**src/rtl/sgb_pkg.sv**
```systemverilog
// Constants for the segment pattern, blink, cursor and scroll logic
package sgb_pkg;
  // ----------------------------------------
  // Register map
  // ----------------------------------------
  localparam logic [3:0] ADDR_SEG_BASE = 4'h0; // Index 0..f segment pattern words
  localparam logic [4:0] ADDR_CTRL = 5'h10;
  localparam logic [4:0] ADDR_ADDR_CNT = 5'h11;
  localparam logic [4:0] ADDR_SCROLL = 5'h12;
  localparam logic [4:0] ADDR_PORT = 5'h13;
  localparam logic [4:0] ADDR_SEG_DATA = 5'h14;
  localparam logic [4:0] ADDR_STATUS = 5'h15;
  // Control fields
  localparam int CTRL_FONT6 = 0;
  localparam int CTRL_BLINK_EN = 1;
  localparam int CTRL_TWO_LINE = 2;
  localparam int CTRL_INC = 3;
  localparam int CTRL_EXT_CLK = 4;
  localparam logic [7:0] CTRL_RESET = 8'h08;
  // Segment word fields
  localparam int SEG_SET_BLINK = 7;
  localparam int SEG_ONE_BLINK = 6;
  localparam int SEG_BIT5 = 5;
  localparam int SEG_BIT4 = 4;
  // Segment counts
  localparam int SEG_WORDS = 16;
  localparam logic [6:0] SEG_LAST_5 = 7'h4f; // Segment 80
  localparam logic [6:0] SEG_LAST_6 = 7'h5f; // Segment 96
  localparam logic [6:0] SEG_LOCAL_1L = 7'h32; // 50
  localparam logic [6:0] SEG_LOCAL_2L = 7'h2a; // 42
  // Timing
  localparam int CLK_MHZ = 125;
  localparam int BLINK_DIV_BITS = 15; // Half blink period is 2^14 oscillator edges
  localparam int SCAN_COMMONS = 17;
  localparam logic [4:0] SEG_COMMON_IDX = 5'h10;
  localparam logic [4:0] SCAN_LAST = 5'h10;
  localparam logic [7:0] ROW_DIV = 8'hff;
endpackage : sgb_pkg

```
**src/rtl/sgb_core.sv**
```systemverilog
// Segment pattern memory, blink, cursor position, scroll and port logic
`timescale 1ns/100ps
// ----------------------------------------
// Summary of operation
// Five-dot width uses word bits 4..0 for five segments.
// Six-dot width uses word bits 5..0 for six segments.
// Bit 5 ignored in five-dot width.
// Address 0 feeds first segments; higher bit drives lower segment.
// Segment sequence wraps after segment 80 or 96.
// Pattern drives segments only while segment common line is scanned.
// One lights a segment, zero leaves it dark.
// Bit 7 with blink enable blinks all set pattern bits.
// Bit 6 with blink enable blinks only bit 4 or bit 5.
// Segments 1..50 or 1..42 local, rest shifted to extension.
// Cursor attribute sits at address counter position.
// Cursor attribute stays active whatever memory the counter addresses.
// Horizontal scroll moves in single dot steps.
// Per-line scroll selection honoured only in two-line mode.
// Two general outputs set from register bits.
// Blink and scan row timing derived from one oscillator clock; segments step on clk.
// External clock may replace the internal oscillator.
// Segment access steps counter up or down by entry direction.
// Segment or glyph access never shifts the display.
// One shared blink phase from a fixed divider.
// ----------------------------------------
module sgb_core (
  input wire logic clk,
  input wire logic resetn,
  input wire logic osc_int,
  input wire logic osc_ext,
  input wire logic [4:0] addr,
  input wire logic [7:0] wdata,
  input wire logic wr,
  input wire logic rd,
  output logic [7:0] rdata,
  output logic seg_valid,
  output logic [6:0] seg_index,
  output logic seg_on,
  output logic seg_local,
  output logic ext_shift,
  output logic [4:0] common_sel,
  output logic [6:0] cursor_pos,
  output logic blink_phase,
  output logic [5:0] scroll_line1,
  output logic [5:0] scroll_line2,
  output logic [1:0] gp_port,
  output logic timebase_tick
);

  // ----------------------------------------
  // Registers
  // ----------------------------------------
  logic [7:0] segment_pattern_ram [sgb_pkg::SEG_WORDS];
  logic [7:0] ctrl;
  logic [6:0] address_counter;
  logic [7:0] scroll;
  logic osc_q;
  logic osc_edge;
  logic [sgb_pkg::BLINK_DIV_BITS-1:0] blink_div;
  logic [7:0] row_div;
  logic [4:0] scan_row;
  logic [6:0] seg_cnt;
  logic [2:0] bit_cnt;
  logic seg_acc;
  logic font6;
  logic blink_enable_bit;
  logic [7:0] cur_word;
  logic [2:0] bit_pos;
  logic pat;
  logic blinked;
  logic [6:0] last_seg;
  logic [6:0] local_lim;
  logic [6:0] word_idx;

  assign font6 = ctrl[sgb_pkg::CTRL_FONT6];
  assign blink_enable_bit = ctrl[sgb_pkg::CTRL_BLINK_EN];
  assign seg_acc = (addr == sgb_pkg::ADDR_SEG_DATA) && (wr || rd);

  // ----------------------------------------
  // Timebase
  // ----------------------------------------
  // external clock select
  // single timebase source
  always_ff @(posedge clk or negedge resetn)
  begin
    if (!resetn)
      osc_q <= 1'b0;
    else
      osc_q <= ctrl[sgb_pkg::CTRL_EXT_CLK] ? osc_ext : osc_int;
  end
  // Edge of the chosen oscillator, time step of the blink and row dividers below
  assign osc_edge = (ctrl[sgb_pkg::CTRL_EXT_CLK] ? osc_ext : osc_int) && !osc_q;

  // shared blink divider
  always_ff @(posedge clk or negedge resetn)
  begin
    if (!resetn)
      blink_div <= '0;
    else if (osc_edge)
      blink_div <= blink_div + sgb_pkg::BLINK_DIV_BITS'(1);
  end

  always_ff @(posedge clk or negedge resetn)
  begin
    if (!resetn)
    begin
      row_div <= 8'h00;
      scan_row <= 5'h00;
    end
    else if (osc_edge)
    begin
      row_div <= row_div + 8'h01;
      if (row_div == sgb_pkg::ROW_DIV)
        scan_row <= (scan_row == sgb_pkg::SCAN_LAST) ? 5'h00 : scan_row + 5'h01;
    end
  end

  // ----------------------------------------
  // Register writes
  // ----------------------------------------
  always_ff @(posedge clk or negedge resetn)
  begin
    if (!resetn)
      ctrl <= sgb_pkg::CTRL_RESET;
    else if (wr && addr == sgb_pkg::ADDR_CTRL)
      ctrl <= wdata;
  end

  // dot-step offsets
  // line select only in two-line mode
  always_ff @(posedge clk or negedge resetn)
  begin
    if (!resetn)
      scroll <= 8'h00;
    else if (wr && addr == sgb_pkg::ADDR_SCROLL)
      scroll <= wdata;
  end

  always_ff @(posedge clk or negedge resetn)
  begin
    if (!resetn)
    begin
      scroll_line1 <= 6'h00;
      scroll_line2 <= 6'h00;
    end
    else
    begin
      scroll_line1 <= (!ctrl[sgb_pkg::CTRL_TWO_LINE] || scroll[6]) ? scroll[5:0] : 6'h00;
      scroll_line2 <= (ctrl[sgb_pkg::CTRL_TWO_LINE] && scroll[7]) ? scroll[5:0] : 6'h00;
    end
  end

  // general outputs from register
  always_ff @(posedge clk or negedge resetn)
  begin
    if (!resetn)
      gp_port <= 2'b00;
    else if (wr && addr == sgb_pkg::ADDR_PORT)
      gp_port <= wdata[1:0];
  end

  // step counter on segment access
  // no display shift here
  always_ff @(posedge clk or negedge resetn)
  begin
    if (!resetn)
      address_counter <= 7'h00;
    else if (wr && addr == sgb_pkg::ADDR_ADDR_CNT)
      address_counter <= wdata[6:0];
    else if (seg_acc)
      address_counter <= ctrl[sgb_pkg::CTRL_INC] ? address_counter + 7'h01 : address_counter - 7'h01;
  end

  generate
    for (genvar i = 0; i < sgb_pkg::SEG_WORDS; i++)
    begin : g_word
      always_ff @(posedge clk or negedge resetn)
      begin
        if (!resetn)
          segment_pattern_ram[i] <= 8'h00;
        else if (wr && addr == {1'b0, 4'(i)})
          segment_pattern_ram[i] <= wdata;
        else if (wr && addr == sgb_pkg::ADDR_SEG_DATA && address_counter[3:0] == 4'(i))
          segment_pattern_ram[i] <= wdata;
      end
    end
  endgenerate

  // ----------------------------------------
  // Read port
  // ----------------------------------------
  always_ff @(posedge clk or negedge resetn)
  begin
    if (!resetn)
      rdata <= 8'h00;
    else if (rd)
    begin
      if (!addr[4])
        rdata <= segment_pattern_ram[addr[3:0]];
      else if (addr == sgb_pkg::ADDR_CTRL)
        rdata <= ctrl;
      else if (addr == sgb_pkg::ADDR_ADDR_CNT)
        rdata <= {1'b0, address_counter};
      else if (addr == sgb_pkg::ADDR_SCROLL)
        rdata <= scroll;
      else if (addr == sgb_pkg::ADDR_PORT)
        rdata <= {6'h00, gp_port};
      else if (addr == sgb_pkg::ADDR_SEG_DATA)
        rdata <= segment_pattern_ram[address_counter[3:0]];
      else if (addr == sgb_pkg::ADDR_STATUS)
        rdata <= {2'b00, blink_phase, scan_row};
      else
        rdata <= 8'h00;
    end
  end

  // ----------------------------------------
  // Segment serialiser
  // ----------------------------------------
  assign word_idx = seg_cnt / (font6 ? 7'd6 : 7'd5);
  assign cur_word = segment_pattern_ram[word_idx[3:0]];
  // higher bit first
  // five low bits
  // six low bits
  assign bit_pos = font6 ? 3'd5 - bit_cnt : 3'd4 - bit_cnt;
  // bit 5 unused at five dots
  // one means lit
  assign pat = cur_word[bit_pos];
  // blink set bits
  // blink single bit
  assign blinked = blink_enable_bit && (cur_word[sgb_pkg::SEG_SET_BLINK] ||
    (cur_word[sgb_pkg::SEG_ONE_BLINK] && bit_pos == (font6 ? 3'd5 : 3'd4)));
  assign last_seg = font6 ? sgb_pkg::SEG_LAST_6 : sgb_pkg::SEG_LAST_5;
  assign local_lim = ctrl[sgb_pkg::CTRL_TWO_LINE] ? sgb_pkg::SEG_LOCAL_2L : sgb_pkg::SEG_LOCAL_1L;

  // wrap after last segment
  always_ff @(posedge clk or negedge resetn)
  begin
    if (!resetn)
    begin
      seg_cnt <= 7'h00;
      bit_cnt <= 3'd0;
    end
    // At or past the end, so a font change mid-row cannot run the count away
    else if (seg_cnt >= last_seg || scan_row != sgb_pkg::SEG_COMMON_IDX)
    begin
      seg_cnt <= 7'h00;
      bit_cnt <= 3'd0;
    end
    else
    begin
      seg_cnt <= seg_cnt + 7'h01;
      bit_cnt <= (bit_cnt == (font6 ? 3'd5 : 3'd4)) ? 3'd0 : bit_cnt + 3'd1;
    end
  end

  // output only on segment common line
  // local or extension
  always_ff @(posedge clk or negedge resetn)
  begin
    if (!resetn)
    begin
      seg_valid <= 1'b0;
      seg_index <= 7'h00;
      seg_on <= 1'b0;
      seg_local <= 1'b0;
      ext_shift <= 1'b0;
    end
    else
    begin
      seg_valid <= (scan_row == sgb_pkg::SEG_COMMON_IDX);
      seg_index <= seg_cnt;
      seg_on <= (scan_row == sgb_pkg::SEG_COMMON_IDX) && pat && !(blinked && blink_phase);
      seg_local <= (scan_row == sgb_pkg::SEG_COMMON_IDX) && (seg_cnt < local_lim);
      ext_shift <= (scan_row == sgb_pkg::SEG_COMMON_IDX) && (seg_cnt >= local_lim);
    end
  end

  // ----------------------------------------
  // Cursor and shared outputs
  // ----------------------------------------
  // cursor at counter
  // regardless of target memory
  always_ff @(posedge clk or negedge resetn)
  begin
    if (!resetn)
    begin
      cursor_pos <= 7'h00;
      blink_phase <= 1'b0;
      common_sel <= 5'h00;
      timebase_tick <= 1'b0;
    end
    else
    begin
      cursor_pos <= address_counter;
      blink_phase <= blink_div[sgb_pkg::BLINK_DIV_BITS-1];
      common_sel <= scan_row;
      timebase_tick <= osc_edge;
    end
  end

  // ----------------------------------------
  // Checks
  // ----------------------------------------
  // counter step
  chk_addr_step: assert property (@(posedge clk) disable iff (!resetn)
    seg_acc && !(wr && addr == sgb_pkg::ADDR_ADDR_CNT) && ctrl[sgb_pkg::CTRL_INC]
    |=> address_counter == $past(address_counter) + 7'h01)
    else $error("address counter did not step up");
  // gated by common line
  chk_seg_gate: assert property (@(posedge clk) disable iff (!resetn)
    seg_on |-> seg_valid)
    else $error("segment lit outside common line");
  // port follows write
  chk_port_write: assert property (@(posedge clk) disable iff (!resetn)
    wr && addr == sgb_pkg::ADDR_PORT |=> gp_port == $past(wdata[1:0]))
    else $error("port not updated");
  // cursor follows counter
  chk_cursor_pos: assert property (@(posedge clk) disable iff (!resetn)
    ##1 cursor_pos == $past(address_counter))
    else $error("cursor off counter");
  // line 2 idle in one-line mode
  chk_scroll_mode: assert property (@(posedge clk) disable iff (!resetn)
    !ctrl[sgb_pkg::CTRL_TWO_LINE] |=> scroll_line2 == 6'h00)
    else $error("line two scrolled in one-line mode");
  // wrap bound
  chk_seg_wrap: assert property (@(posedge clk) disable iff (!resetn)
    seg_cnt <= sgb_pkg::SEG_LAST_6)
    else $error("segment index past end");
  // local and extension exclusive
  chk_ext_split: assert property (@(posedge clk) disable iff (!resetn)
    !(seg_local && ext_shift))
    else $error("segment both local and extension");
  // blink hides set bit
  chk_blink_off: assert property (@(posedge clk) disable iff (!resetn)
    blinked && blink_phase |=> !seg_on)
    else $error("blinked segment lit in off phase");
  cov_seg_lit: cover property (@(posedge clk) disable iff (!resetn) seg_on);
  cov_ext: cover property (@(posedge clk) disable iff (!resetn) ext_shift);
  cov_seg_acc: cover property (@(posedge clk) disable iff (!resetn) seg_acc);
  cov_blink_off: cover property (@(posedge clk) disable iff (!resetn) seg_valid && blinked && blink_phase);

endmodule : sgb_core

```
**config.mk**
```make
export PLATFORM = sky130hd
export DESIGN_NAME = sgb_core
export DESIGN_NICKNAME = d
export VERILOG_FILES = /design/src/rtl/sgb_pkg.sv /design/src/rtl/sgb_core.sv
export SDC_FILE = /design/constraint.sdc
export NUM_CORES = 1
export LEC_CHECK = 0
export ABC_AREA = 1
export BUFFER_PORTS_ARGS = -buffer_cell sky130_fd_sc_hd__buf_2
export CAP_MARGIN = 20
export CORE_MARGIN = 4
export CORE_UTILIZATION = 56
export DETAILED_ROUTE_END_ITERATION = 7
export PLACE_DENSITY = 0.81
export REMOVE_ABC_BUFFERS = 1
export SLEW_MARGIN = 20
export SYNTH_ARGS = -nofsm -noshare
export SYNTH_HDL_FRONTEND = slang
export SYNTH_SLANG_ARGS = --single-unit
export TNS_END_PERCENT = 30
```
**constraint.sdc**
```tcl
create_clock -name clk -period 6.2 [get_ports clk]
set_input_delay 0.62 -clock clk [delete_from_list [all_inputs] [get_ports clk]]
set_output_delay 0.62 -clock clk [all_outputs]
set_load 0.02 [all_outputs]
```
==> summary.md <==
| Metric | Value |
|---|---|
| CTS Buf Count | `26` |
| Initial DRC count | `1934` |
| Post-synth ARST share | `1.000` |
| Slowest-stage cell, CP | `dfrtp_1` |
| All-Layer GR Usage | `0.3448` |
| YS warnings | `0` |
| Worst rel slew slack | `0.2277` |
| Routability cong. | `1.052` |
| Crit path largest cell delay | `0.37 ns` |
| Area occupied by multi-input gates | `0.006386 mm2` |
| Crit path top cell by count | `nand2_1` |
| Worst skew pair latency | `0.56 ns` |
| Tot Pwr | `0.005670 W` |
| Final Non-Filler Cells | `2039` |
| Sequential group share of total power | `0.396` |
| Fin Setup TNS | `0 ns` |
| Max_cap viols | `0` |
| Critical path's top delay family | `simple AND/OR/NAND/NOR gates` |
| Fin worst setup slack | `0.2604 ns` |
| Pwr Density | `375.8 mW/mm2` |
| Ant. Diodes | `0` |
| Final worst-path cycle share | `0.9580` |
| Run status | `finished with violations` |
| Area delta synth->final | `13.55%` |
| Max Freq | `0.1684 GHz` |
| Placeable Area | `approximately 0.023 mm2` |
| IO Pins | `66` |
| Clock Sinks | `~240` |
| Drt pass-1 iters | `8` |
| Fin nets | `1749` |
| Crit path buffers/inverters | `5` |
| Worst EP arrival | `6.39 ns` |
| Count of filler cells inserted in the layout | `slightly below 2000` |
| Clk root buf | `clkbuf_16` |
| Row count | `56` |
| Yosys reg bits | `237` |
| Critical Path Fanout Max | `8` |
| Vias in the first global route | `12690` |
| Lkg Pwr | `between 6 and 7 nW` |
| Critical Path End Type | `register` |
| Share of cells above drive strength 1 | `0.1227` |
| Final ANT Viol Nets | `0` |
| Syn Area/Cell | `8.039 um2` |
| PortBufs | `65` |
| # DRC | `5` |
| Hold Path Depth | `2` |
| Worst R2R Path Depth | `45` |
| Crit path launch | `ctrl[0]$_DFFE_PN0P_` |
| Routed len/inst | `22.69 um` |
| WHS Endpoint | `osc_q$_DFF_PN0_` |
| Worst-Margin Slew | `approximately 1.2 ns` |
| Post-synth EDFFs | `0` |
| Chip height | `162.0 um` |
| Worst path required time | `6.65 ns` |
| Post-DP HPWL | `29270 um` |
| Initial antenna violation count | `0` |
| Setup Crit Path Kind | `register to register` |
| Clock-pin transition on the worst setup and hold timing paths | `0.07 ns` |
| Gate Count Post-Synth | `approximately 1700` |
| Worst hold start | `osc_ext` |
| First-pass GRT wire length | `71070 um` |
| Ys flop type | `dfrtp_1` |
| CTS tree | `done` |
| Final wirelength | `46270 um` |
| Largest net degree at the start of global routing | `137` |
| H-Tree Depth | `1` |
| Mean number of vias per cell | `6.462` |
| Post-place setup slack | `-0.08777 ns` |
| Sequential cell area | `a little under 0.006 mm2` |
| Post-DP Area | `~0.014 mm2` |
| Gate power share | `0.304` |
| Setup violators final | `0` |
| Die area | `between 0.02 and 0.03 mm2` |
| FF-to-FF End | `seg_on$_DFF_PN0_` |
| Worst Skew | `0.02994 ns` |
| Switching Share | `0.3823` |
| NetSw | `~0.0022 W` |
| Design area | `approximately 0.015 mm2` |
| Failing checks | `design-rule violations` |
| Fin crit period | `5.940 ns` |
| Routed via count | `13180` |
| CTS max path bufs | `3` |
| Worst R2R Start | `ctrl[0]$_DFFE_PN0P_` |
| Die Wd | `162.0 um` |
| GRT Residual Overflow | `0` |
| CP Launch Type | `register` |
| R2r setup slk | `0.26 ns` |
| Final Hold Fails | `0` |
| Seq/Total Area, Yosys | `0.4464` |
| Placed Instances | `1978` |
| Synth unique cells | `53` |
| Pint | `about 0.0035 W` |
| Maximum VDD drop | `around 430 uV` |
| Mapped cell area | `around 0.013 mm2` |
| Hold Path Class | `input port to register` |
| Final slew viol count | `0` |
| Clk pwr share | `0.300` |
| Initial Utilization | `0.5678` |
power groups by stage:
| stage | clock network (W) | logic [W] | registers (W) |
|---|---|---|---|
| after global placement | 0 | 0.00158 | 0.00223 |
| after floorplan | 0 | 0.00106 | 0.00219 |
| after detailed placement | 0 | 0.00163 | 0.00224 |
| after CTS | 0.00169 | 0.00164 | 0.00222 |
| final | 0.00170 | 0.00173 | 0.00224 |
| after global routing | 0.00177 | 0.00187 | 0.00228 |
through the flow:
step / utilization / hold WS, ns
after global placement: 0.5933 / 0.3775
final: 0.6447 / 0.3434
after CTS: 0.6347 / 0.2639
after detailed placement: 0.5933 / 0.3804
after floorplan: - / 0.3244
after global routing: 0.6447 / 0.3443
logic make-up after synthesis:
logic type | synth area share
AO/OA/AOI/OAI | 0.1967
XOR/XNOR | 0.02109
buffers and inverters | 0.08089
multiplexers | 0.0008474
AND/OR/NAND/NOR | 0.2252
flip-flops | 0.4464
adder cells (fa/ha/maj) | 0.02881
per-layer routing:
metal,GRT usage,vias up,wire length [um]
met5,0,-,0
met4,0.1765,0,2726
met3,0.1063,240,6700
met2,0.5036,1004,19660
met1,0.4669,6153,17180
li1,-,5778,-
area by class of cell:
cell class                 count  area share
inverter                     171     0.04271
clock buffer                  29     0.04660
clock inverter                19     0.01518
timing repair buffer         112     0.05266
sequential                   237      0.3932
multi-input combinational   1152      0.4233
tap                          319     0.02645
worst reg2reg max path: cells and delay by family, from the launching register on:
kind	cells	cell delay, ns
and+or+nand+nor	26	2.46
adders and majority gates	5	1.26
AOI/OAI and AO/OA	9	1.24
buffers and inverters	5	0.52
DFF	1	0.37
state kept, by name, summed over array words and instances (netlist names):
register and count:
ext_shift 1, scan_row 5, cursor_pos 7, osc_q 1, scroll 8, rdata 8, blink_div 15, address_counter 7
blink_phase 1, seg_index 7, gp_port 2, timebase_tick 1, seg_cnt 7, seg_local 1, common_sel 5, row_div 8
scroll_line1 6, bit_cnt 3, ctrl 8, scroll_line2 6, seg_valid 1, segment_pattern_ram 128, seg_on 1
synth_stat cells, types with 7 or more instances:
cell | n | share of area
nand4_1 | 13 | 0.0061
nor2_1 | 127 | 0.036
nand2_2 | 7 | 0.0033
o21ai_0 | 136 | 0.051
nand3_1 | 182 | 0.069
nand2_1 | 323 | 0.091
xor2_1 | 18 | 0.012
nor3_1 | 8 | 0.0030
a32o_1 | 12 | 0.0090
xnor2_1 | 14 | 0.0092
o21ai_1 | 17 | 0.0064
dfrtp_1 | 236 | 0.44
ha_1 | 29 | 0.027
buf_6 | 7 | 0.0059
o22ai_1 | 9 | 0.0042
clkbuf_1 | 66 | 0.019
inv_1 | 161 | 0.045
o221ai_1 | 62 | 0.041
a21oi_1 | 71 | 0.027
a22o_1 | 9 | 0.0059
buf_1 | 9 | 0.0025
buf_2 | 8 | 0.0030
a22oi_1 | 57 | 0.032
cells in the final DEF, fill, tap and decap left out, drive strengths merged, types with 13 or more instances in the layout:
master  count
clkinv     13
buf       109
a21oi      71
nand2     333
o21ai     156
nand3     188
nand4      13
o221ai     62
clkbuf     31
nor2      131
a22oi      57
inv       170
ha         29
dfrtp     236
xor2       18
xnor2      14
worst max path at each step:
stage	depth (start not counted)	endpoint	slack, ns
after detailed placement	47	seg_on$_DFF_PN0_	-0.09
after global placement	47	seg_on$_DFF_PN0_	0.13
after floorplan	43	seg_on$_DFF_PN0_	-1.32
final	45	seg_on$_DFF_PN0_	0.26
after global routing	48	seg_on$_DFF_PN0_	-0.07
after CTS	44	seg_on$_DFF_PN0_	0.03
timing repair:
| item | CTS | global route |
|---|---|---|
| gates resized for setup | 3 | 18 |
| endpoints found under the setup margin | 1 | 1 |
| hold buffers | 0 | 1 |
| endpoints found under the hold margin | 0 | 4 |
| setup buffers | 0 | 8 |
| pin swaps | 0 | 6 |
| cloned | 1 | 2 |
Power figures use the tool's default switching activity.
